## src/ppt_pkg.sv

```systemverilog
`default_nettype none
package ppt_pkg;
	localparam int NUM_PATHS = 12;
	localparam int GROUPS = 4;
	// register indices; byte address is four times the index
	localparam logic [7:0] IDX_GEN_CFG = 8'h72;
	localparam logic [7:0] IDX_MON_CFG = 8'h73;
	localparam logic [7:0] IDX_BERR_STAT = 8'h74;
	localparam logic [7:0] IDX_BERR_EN = 8'h75;
	localparam logic [7:0] IDX_SYNC_STAT = 8'h79;
	localparam logic [7:0] IDX_SYNC_EN = 8'h7a;
	localparam logic [7:0] IDX_SYNC_ST = 8'h7b;
	localparam logic [7:0] IDX_XFER = 8'h7c;
	localparam logic [7:0] IDX_RAM_PAGE_SELECT = 8'h80;
	localparam logic [7:0] IDX_IDATA = 8'h81;
	// field layout
	localparam int FULL_BIT = 14;
	localparam int BUSY_BIT = 15;
	localparam int RNW_BIT = 14;
	localparam int PAGE_LSB = 6;
	localparam int PATH_LSB = 0;
	localparam logic [15:0] GEN_CFG_MASK = 16'hc70f;
	localparam logic [15:0] MON_CFG_MASK = 16'hc74f;
	localparam logic [15:0] RAM_PAGE_SELECT_MASK = 16'h43cf;
	localparam logic [15:0] LFSR_LO_MASK = 16'h007f;
	localparam logic [15:0] CNT_MAX = 16'hffff;
	localparam logic [15:0] RST16 = 16'h0000;
	// path and page codes
	localparam logic [3:0] PATH_FIRST = 4'h1;
	localparam logic [3:0] PATH_LAST = 4'hc;
	localparam logic [3:0] PG_MON_ERR = 4'h4;
	localparam logic [1:0] PG_RSVD_LO = 2'h3;
	localparam logic [1:0] PG_LFSR_LO = 2'h2;
	localparam int RAM_SLOTS = 8;
	typedef enum logic [1:0] {MODE_SINGLE, MODE_TRIPLE, MODE_FULL} ppt_mode_type;
	typedef enum logic {ACC_IDLE, ACC_RUN} ppt_acc_type;
endpackage
`default_nettype wire
```

## src/ppt_path_test_ctrl.sv

```systemverilog
// Summary of operation
// - generator triple bit n merges paths n+1, n+5, n+9 into one payload
// - generator full-concat bit makes all twelve slots one payload, overriding triples
// - monitor has its own triple and full-concat bits, same grouping and precedence
// - byte-error flag sets when path is in sync and an errored byte arrives
// - byte-error flag sets regardless of enable, clears on status read
// - byte-error enable lets that flag drive the interrupt output
// - sync-change flag sets on any in-sync to out-of-sync transition or back
// - sync-change flag sets regardless of enable, clears on read
// - sync-change enable lets that flag drive the interrupt output
// - read-only state bit shows each path's live in-sync state
// - any write to transfer trigger starts copying counters to holding registers
// - pending bit high from transfer start until holding registers are loaded
// - an output pin mirrors the transfer pending bit
// - any write to indirect address starts an indirect access with path and page
// - path codes 1 to 12 select paths, others select none
// - monitor pages: config, LFSR high, LFSR low, error count; others reserved
// - generator pages: config, LFSR high, LFSR low; 1011 reserved
// - select bit one reads RAM into data register, zero writes data into RAM
// - busy set on address write, cleared when the RAM access completes
// - error counters saturate at maximum and restart after each transfer
`default_nettype none
module ppt_path_test_ctrl (
	input wire logic clk,
	input wire logic rst_n,
	input wire logic wb_cyc_i,
	input wire logic wb_stb_i,
	input wire logic wb_we_i,
	input wire logic [9:0] wb_adr_i,
	input wire logic [3:0] wb_sel_i,
	input wire logic [31:0] wb_dat_i,
	output logic [31:0] wb_dat_o,
	output logic wb_ack_o,
	input wire logic [ppt_pkg::NUM_PATHS-1:0] path_in_sync_state,
	input wire logic [ppt_pkg::NUM_PATHS-1:0] path_byte_err_det,
	output var ppt_pkg::ppt_mode_type [ppt_pkg::NUM_PATHS-1:0] gen_path_mode,
	output var ppt_pkg::ppt_mode_type [ppt_pkg::NUM_PATHS-1:0] chk_path_mode,
	output logic irq_o,
	output logic counter_xfer_pending
);
	import ppt_pkg::*;

	logic req;
	logic wr;
	logic rd;
	logic [7:0] idx;
	logic [15:0] wmask;
	logic [15:0] gen_cfg_q;
	logic [15:0] mon_cfg_q;
	logic [NUM_PATHS-1:0] berr_en_q;
	logic [NUM_PATHS-1:0] sync_en_q;
	logic [NUM_PATHS-1:0] path_byte_err_flag;
	logic [NUM_PATHS-1:0] path_sync_change_flag;
	logic [NUM_PATHS-1:0] sync_prev_q;
	logic [NUM_PATHS-1:0] hit;
	logic [15:0] ram_page_select_q;
	logic [15:0] data_q;
	logic [15:0] rdv;
	logic tip_q;
	logic xfer_start;
	ppt_acc_type acc_q;
	logic acc_start;
	logic [3:0] path;
	logic [3:0] page;
	logic path_ok;
	logic page_ram;
	logic page_err;
	logic [6:0] ram_idx;
	logic [3:0] path_idx;
	logic [15:0] ram_q [NUM_PATHS*RAM_SLOTS];
	logic [15:0] cnt_q [NUM_PATHS];
	logic [15:0] hold_q [NUM_PATHS];

	// bus decode; one request per ack, ack drops the cycle after it is given
	assign req = wb_cyc_i & wb_stb_i & ~wb_ack_o;
	assign wr = req & wb_we_i;
	assign rd = req & ~wb_we_i;
	assign idx = wb_adr_i[9:2];
	assign wmask = {{8{wb_sel_i[1]}}, {8{wb_sel_i[0]}}};

	function automatic logic [15:0] merge(input logic [15:0] old, input logic [15:0] m);
		return (old & ~(wmask & m)) | (wb_dat_i[15:0] & wmask & m);
	endfunction

	// single-cycle ack, registered
	always_ff @(posedge clk or negedge rst_n) begin
		if (!rst_n) begin
			wb_ack_o <= 1'b0;
		end else begin
			wb_ack_o <= req;
		end
	end

	// software-written configuration and enables
	always_ff @(posedge clk or negedge rst_n) begin
		if (!rst_n) begin
			gen_cfg_q <= RST16;
			mon_cfg_q <= RST16;
			berr_en_q <= '0;
			sync_en_q <= '0;
		end else if (wr) begin
			unique case (idx)
				IDX_GEN_CFG: gen_cfg_q <= merge(gen_cfg_q, GEN_CFG_MASK);
				IDX_MON_CFG: mon_cfg_q <= merge(mon_cfg_q, MON_CFG_MASK);
				IDX_BERR_EN: berr_en_q <= 12'(merge({4'h0, berr_en_q}, 16'h0fff));
				IDX_SYNC_EN: sync_en_q <= 12'(merge({4'h0, sync_en_q}, 16'h0fff));
				default: ;
			endcase
		end
	end

	// payload grouping per path; full concat wins over the triple bits
	for (genvar i = 0; i < NUM_PATHS; i++) begin : g_mode
		assign gen_path_mode[i] = gen_cfg_q[FULL_BIT] ? MODE_FULL :
			gen_cfg_q[i % GROUPS] ? MODE_TRIPLE : MODE_SINGLE;
		assign chk_path_mode[i] = mon_cfg_q[FULL_BIT] ? MODE_FULL :
			mon_cfg_q[i % GROUPS] ? MODE_TRIPLE : MODE_SINGLE;
	end

	// per-path status flags and error counters
	for (genvar i = 0; i < NUM_PATHS; i++) begin : g_path
		assign hit[i] = path_byte_err_det[i] & path_in_sync_state[i];

		always_ff @(posedge clk or negedge rst_n) begin
			if (!rst_n) begin
				path_byte_err_flag[i] <= 1'b0;
			end else if (hit[i]) begin
				path_byte_err_flag[i] <= 1'b1;
			end else if (rd && idx == IDX_BERR_STAT) begin
				path_byte_err_flag[i] <= 1'b0;
			end
		end

		// edge of sync state; prev resets to out-of-sync
		always_ff @(posedge clk or negedge rst_n) begin
			if (!rst_n) begin
				sync_prev_q[i] <= 1'b0;
				path_sync_change_flag[i] <= 1'b0;
			end else begin
				sync_prev_q[i] <= path_in_sync_state[i];
				if (sync_prev_q[i] != path_in_sync_state[i]) begin
					path_sync_change_flag[i] <= 1'b1;
				end else if (rd && idx == IDX_SYNC_STAT) begin
					path_sync_change_flag[i] <= 1'b0;
				end
			end
		end

		// saturating counter, restarts on copy without losing this cycle's hit
		always_ff @(posedge clk or negedge rst_n) begin
			if (!rst_n) begin
				cnt_q[i] <= RST16;
				hold_q[i] <= RST16;
			end else if (tip_q) begin
				hold_q[i] <= cnt_q[i];
				cnt_q[i] <= {15'h0000, hit[i]};
			end else if (hit[i] && cnt_q[i] != CNT_MAX) begin
				cnt_q[i] <= cnt_q[i] + 16'h0001;
			end
		end
	end

	always_ff @(posedge clk or negedge rst_n) begin
		if (!rst_n) begin
			irq_o <= 1'b0;
		end else begin
			irq_o <= |(path_byte_err_flag & berr_en_q) | |(path_sync_change_flag & sync_en_q);
		end
	end

	// indirect access decode
	assign path = ram_page_select_q[PATH_LSB +: 4];
	assign page = ram_page_select_q[PAGE_LSB +: 4];
	// only codes 1..12 name a path
	assign path_ok = (path >= PATH_FIRST) && (path <= PATH_LAST);
	// ram pages exclude reserved x011 and every x1xx code
	assign page_ram = ~page[2] & (page[1:0] != PG_RSVD_LO);
	assign page_err = (page == PG_MON_ERR);
	assign path_idx = 4'(path - PATH_FIRST);
	assign ram_idx = {path_idx, page[3], page[1:0]};

	// address write starts access only when idle
	assign acc_start = wr && idx == IDX_RAM_PAGE_SELECT && acc_q == ACC_IDLE;

	// trigger write or indirect write of the error page
	assign xfer_start = (wr && idx == IDX_XFER) ||
		(acc_q == ACC_RUN && !ram_page_select_q[RNW_BIT] && path_ok && page_err);

	// busy lasts one cycle while the RAM is accessed
	always_ff @(posedge clk or negedge rst_n) begin
		if (!rst_n) begin
			acc_q <= ACC_IDLE;
			ram_page_select_q <= RST16;
		end else begin
			unique case (acc_q)
				ACC_IDLE: begin
					if (acc_start) begin
						acc_q <= ACC_RUN;
						ram_page_select_q <= merge(ram_page_select_q, RAM_PAGE_SELECT_MASK);
					end
				end
				ACC_RUN: acc_q <= ACC_IDLE;
			endcase
		end
	end

	// pending high for exactly one copy cycle; retriggers ignored
	always_ff @(posedge clk or negedge rst_n) begin
		if (!rst_n) begin
			tip_q <= 1'b0;
		end else if (tip_q) begin
			tip_q <= 1'b0;
		end else if (xfer_start) begin
			tip_q <= 1'b1;
		end
	end

	assign counter_xfer_pending = tip_q;

	// data register: bus write when idle, RAM read on completion
	always_ff @(posedge clk or negedge rst_n) begin
		if (!rst_n) begin
			data_q <= RST16;
		end else if (acc_q == ACC_RUN) begin
			if (ram_page_select_q[RNW_BIT]) begin
				if (!path_ok) begin
					data_q <= RST16;
				end else if (page_ram) begin
					data_q <= ram_q[ram_idx];
				end else if (page_err) begin
					data_q <= hold_q[path_idx];
				end else begin
					data_q <= RST16;
				end
			end
		end else if (wr && idx == IDX_IDATA) begin
			data_q <= merge(data_q, 16'hffff);
		end
	end

	// RAM write; the low LFSR page keeps seven bits only
	always_ff @(posedge clk) begin
		if (acc_q == ACC_RUN && !ram_page_select_q[RNW_BIT] && path_ok && page_ram) begin
			ram_q[ram_idx] <= (page[1:0] == PG_LFSR_LO) ? (data_q & LFSR_LO_MASK) : data_q;
		end
	end

	// read mux; unmapped indices read zero
	always_comb begin
		rdv = RST16;
		unique case (idx)
			IDX_GEN_CFG: rdv = gen_cfg_q;
			IDX_MON_CFG: rdv = mon_cfg_q;
			IDX_BERR_STAT: rdv = {4'h0, path_byte_err_flag};
			IDX_BERR_EN: rdv = {4'h0, berr_en_q};
			IDX_SYNC_STAT: rdv = {4'h0, path_sync_change_flag};
			IDX_SYNC_EN: rdv = {4'h0, sync_en_q};
			IDX_SYNC_ST: rdv = {4'h0, path_in_sync_state};
			IDX_XFER: rdv = {15'h0000, tip_q};
			IDX_RAM_PAGE_SELECT: rdv = {acc_q == ACC_RUN, ram_page_select_q[BUSY_BIT-1:0]};
			IDX_IDATA: rdv = data_q;
			default: rdv = RST16;
		endcase
	end

	// read data registered with the ack, zero otherwise
	always_ff @(posedge clk or negedge rst_n) begin
		if (!rst_n) begin
			wb_dat_o <= 32'h0000_0000;
		end else begin
			wb_dat_o <= rd ? {16'h0000, rdv} : 32'h0000_0000;
		end
	end
endmodule
`default_nettype wire

```

## config.mk

```make
export PLATFORM = sky130hd
export DESIGN_NAME = ppt_path_test_ctrl
export DESIGN_NICKNAME = d
export VERILOG_FILES = /design/src/ppt_pkg.sv /design/src/ppt_path_test_ctrl.sv
export SDC_FILE = /design/constraint.sdc
export NUM_CORES = 2
export LEC_CHECK = 0
export BUFFER_PORTS_ARGS = -buffer_cell sky130_fd_sc_hd__buf_2
export CAP_MARGIN = 20
export CORE_UTILIZATION = 30
export CTS_BUF_LIST = sky130_fd_sc_hd__clkbuf_2 sky130_fd_sc_hd__clkbuf_4 sky130_fd_sc_hd__clkbuf_8
export DETAILED_ROUTE_END_ITERATION = 7
export PLACE_DENSITY_LB_ADDON = 0.1
export SLEW_MARGIN = 15
export SYNTH_ARGS = -nofsm -noshare
export SYNTH_HDL_FRONTEND = slang
export SYNTH_SLANG_ARGS = --single-unit
```

## constraint.sdc

```tcl
create_clock -name clk -period 5.8 [get_ports clk]
set_input_delay 0.87 -clock clk [delete_from_list [all_inputs] [get_ports clk]]
set_output_delay 0.87 -clock clk [all_outputs]
set_load 0.05 [all_outputs]
```

==> results.py <==
metrics = {
    "finish": {
        "final_cell_mix": "edfxtp_1, dfrtp_1, clkbuf_8",
        "final_common_cell": "edfxtp_1",
        "fin_cells": 10160,
        "area_delta_synth_final_pct": 17.30,
        "fillerInstances": 27230,
        "nets": 6226,
        "drive_gt1_share_pct": 25.71,
    },
    "synth": {
        "yosys.area.top_type": "edfxtp_1",
        "synth_top_area_share_pct": 54.65,
        "syn_area_um2": 84390,
        "synthTopCellsByArea": "edfxtp_1, dfrtp_1, mux4_2",
        "async_reset_ff_share_pct": 24.85,
        "synth_flop_cell": "edfxtp_1",
        "avgSynthCellArea_um2": 15.82,
        "yosysWarnings": 0,
        "syn_inst": 5334,
        "synth-edff-count": 1536,
        "synth_cell_types": 87,
        "seq_area_frac_synth_pct": 69.72,
        "postSynthRegisterBits": 2044,
    },
    "setup_path": {
        "critPathKind": "reg -> reg",
        "crit_path_top_delay_cell": "dfrtp_4",
        "crit_path_max_incr_delay_ns": 0.94,
        "required_ns": 6.63,
        "start_kind": "flip-flop",
        "rrSetupSlack_ns": 1.00,
        "crit_chain": "buf_12 > buf_4 > mux4_2 > o22ai_1 > a211oi_1 > buf_4 > a211oi_1 > a41oi_1 > o21ai_0 > a31oi_1",
        "ff2ff_path_depth": 10,
        "cp.arrival_ns": 5.63,
        "critPathCaptureType": "flip-flop",
        "crit_path_max_fanout": 52,
    },
    "floorplan": {
        "rows": 194,
        "io_pins": 158,
        "fp.dieW_um": 532.4,
        "coreArea_um2": 279600,
        "dieArea_um2": 283400,
        "start_util_pct": 30.18,
        "die_h_um": 532.4,
    },
    "drt": {
        "detail-route-antenna-nets": 0,
        "wl_per_cell_um": 28.02,
        "drc": 44,
        "firstDrtPassIters": 8,
        "drt_iter0_drc": 4465,
        "viasPerCell": 4.968,
        "drt-total-wl_um": 284500,
        "num_vias": 50460,
    },
    "clock_network": {
        "cts_setup_buffers": 0,
        "htreeDepth": 5,
        "numCtsBuffers": 369,
        "insertion_delay_ns": 1.07,
        "cts_resized": 0,
        "ctsHoldBuffers": 9,
        "clockRootBuffer": "clkbuf_8",
        "cts.sinks": 2044,
        "clk_pin_slew_ns": 0.06,
        "clock_path_buffers": 4,
        "cts_tree": "done",
    },
    "sta": {
        "fmax_mhz": 208.4,
        "rsz0062_at_grt": "false",
        "hold_viol": 0,
        "finClkSkew_ns": 0.07856,
        "tightest_slew_ns": 1.192,
        "setup_violations": 0,
        "fin_ws_ns": 1.002,
        "fin_crit_ns": 4.798,
        "setup-tns-final_ns": 0,
        "slew_headroom_pct": 19.70,
        "hold_ws_ns": 0.1179,
        "drv_slew": 0,
        "finalCritPeriodShare_pct": 82.73,
    },
    "placement": {
        "place_inst": 9479,
        "portBuffers": 121,
        "pre_cts_ws_ns": 1.126,
        "dp_hpwl_um": 180300,
        "routabilityCongestion": 0.8123,
    },
    "status": {
        "violations": "DRC",
        "status": "complete, but fails checks",
    },
    "power_and_ir_drop": {
        "p_switching_w": 0.007248,
        "p_seq_share_pct": 52.7,
        "power_density_nw_per_um2": 313.7,
        "switching_share_pct": 23.34,
        "ir_drop_uv": 158.9,
        "power.total_w": 0.03106,
        "p_leak_nw": 35.76,
        "intPower_w": 0.02381,
        "pwr-share-clk_pct": 44.1,
        "comb_power_share_pct": 3.2,
    },
    "grt": {
        "grt_antenna_before_repair": 18,
        "grt_max_degree": 170,
        "grt_pass1_vias": 50360,
        "grt_pass1_wl_um": 399300,
        "overflow": 0,
        "gr-usage-all-layers_pct": 19.78,
    },
    "min_path": {
        "whs_endpoint": "sync_prev_q[0]",
        "hold_depth": 1,
        "holdCritStartpoint": "path_in_sync_state[0]",
        "worst_hold_path_type": "in -> reg",
    },
    "run": {
        "cap_violations": 0,
    },
}
final cells by class:
class / instances / area [um^2] / share of cell area [%]
Sequential cell: 2044 / 58880 / 59.48
Multi-Input combinational cell: 3292 / 25000 / 25.25
Clock buffer: 548 / 6685 / 6.753
Tap cell: 3724 / 4659 / 4.707
Timing Repair Buffer: 391 / 2965 / 2.995
Clock inverter: 110 / 640.6 / 0.6471
Inverter: 37 / 142.6 / 0.1441
Antenna cell: 10 / 25.02 / 0.02528
worst max path at each step:
stage	from	endpoint	slack, ns	cells past startpoint
after global routing	flip-flop	flip-flop	0.98	10
after CTS	flip-flop	flip-flop	1.12	10
after global placement	flip-flop	flip-flop	1.17	10
after floorplan	flip-flop	ram_q[25][0]	1.80	13
final	flip-flop	flip-flop	1.00	10
after detailed placement	flip-flop	flip-flop	1.13	10
state kept, by name (all words and copies together) (netlist names), 12 cells and up, named ones only:
| register | cells |
|---|---|
| ram_q | 1536 |
| cnt_q | 192 |
| hold_q | 192 |
| wb_dat_o | 16 |
| path_byte_err_flag | 12 |
| path_sync_change_flag | 12 |
| sync_prev_q | 12 |
logic make-up (layout without fill, tap and decap cells):
kind of cell / after synthesis / count (layout) / share of synthesized area, %
AO/OA/AOI/OAI: 844 / 844 / 6.864
other: 1 / 410 / 0.004443
flip-flops: 2044 / 2044 / 69.72
adder cells (fa/ha/maj): 16 / 16 / 0.2372
buffers and inverters: 397 / 1086 / 2.731
multiplexers: 818 / 818 / 13.04
AND/OR/NAND/NOR: 1058 / 1058 / 5.785
XOR/XNOR: 156 / 156 / 1.619
routing by layer:
metal	routed length [um]	track usage, %	vias up
met1	132200	28.66	26650
met2	129100	30.75	1502
met3	16820	3.184	370
li1	-	-	21940
met4	6461	4.987	0
met5	0	0	-
synthesized netlist by cell type (44+ instances only):
| master | n |
|---|---|
| a211oi_1 | 53 |
| nor2_1 | 362 |
| a221oi_1 | 103 |
| edfxtp_1 | 1536 |
| mux2i_1 | 262 |
| xor2_1 | 99 |
| xnor2_1 | 57 |
| mux2_2 | 365 |
| nand3_1 | 101 |
| a22oi_1 | 46 |
| nand4_1 | 44 |
| nand2_1 | 313 |
| dfrtp_1 | 508 |
| a31oi_1 | 47 |
| buf_4 | 107 |
| mux4_2 | 188 |
| buf_2 | 95 |
| clkbuf_1 | 104 |
| o21ai_0 | 159 |
| a21oi_1 | 198 |
power by group through the flow:
stage	registers, W	logic, W	clock network [W]
2_1_floorplan	0.0166	0.000579	0
3_3_place_gp	0.0166	0.000982	0
3_5_place_dp	0.0167	0.000996	0
4_1_cts	0.0164	0.00101	0.0141
5_1_grt	0.0164	0.00111	0.0147
6_report	0.0164	0.000993	0.0137
worst max-delay path, delay by kind of cell (launching register included):
family	cells	cell delay, ns
mux	1	0.57
buf+inv	3	1.11
flops	1	0.94
compound gates	6	1.93
through the flow:
| step | utilization (%) | area [um^2] |
|---|---|---|
| floorplan | - | 85890 |
| global placement | 32.74 | 91560 |
| detailed placement | 32.74 | 91560 |
| CTS | 35.39 | 98970 |
| global route | 35.40 | 98980 |
| finish | 35.40 | 99000 |
Power figures use the tool's default switching activity.
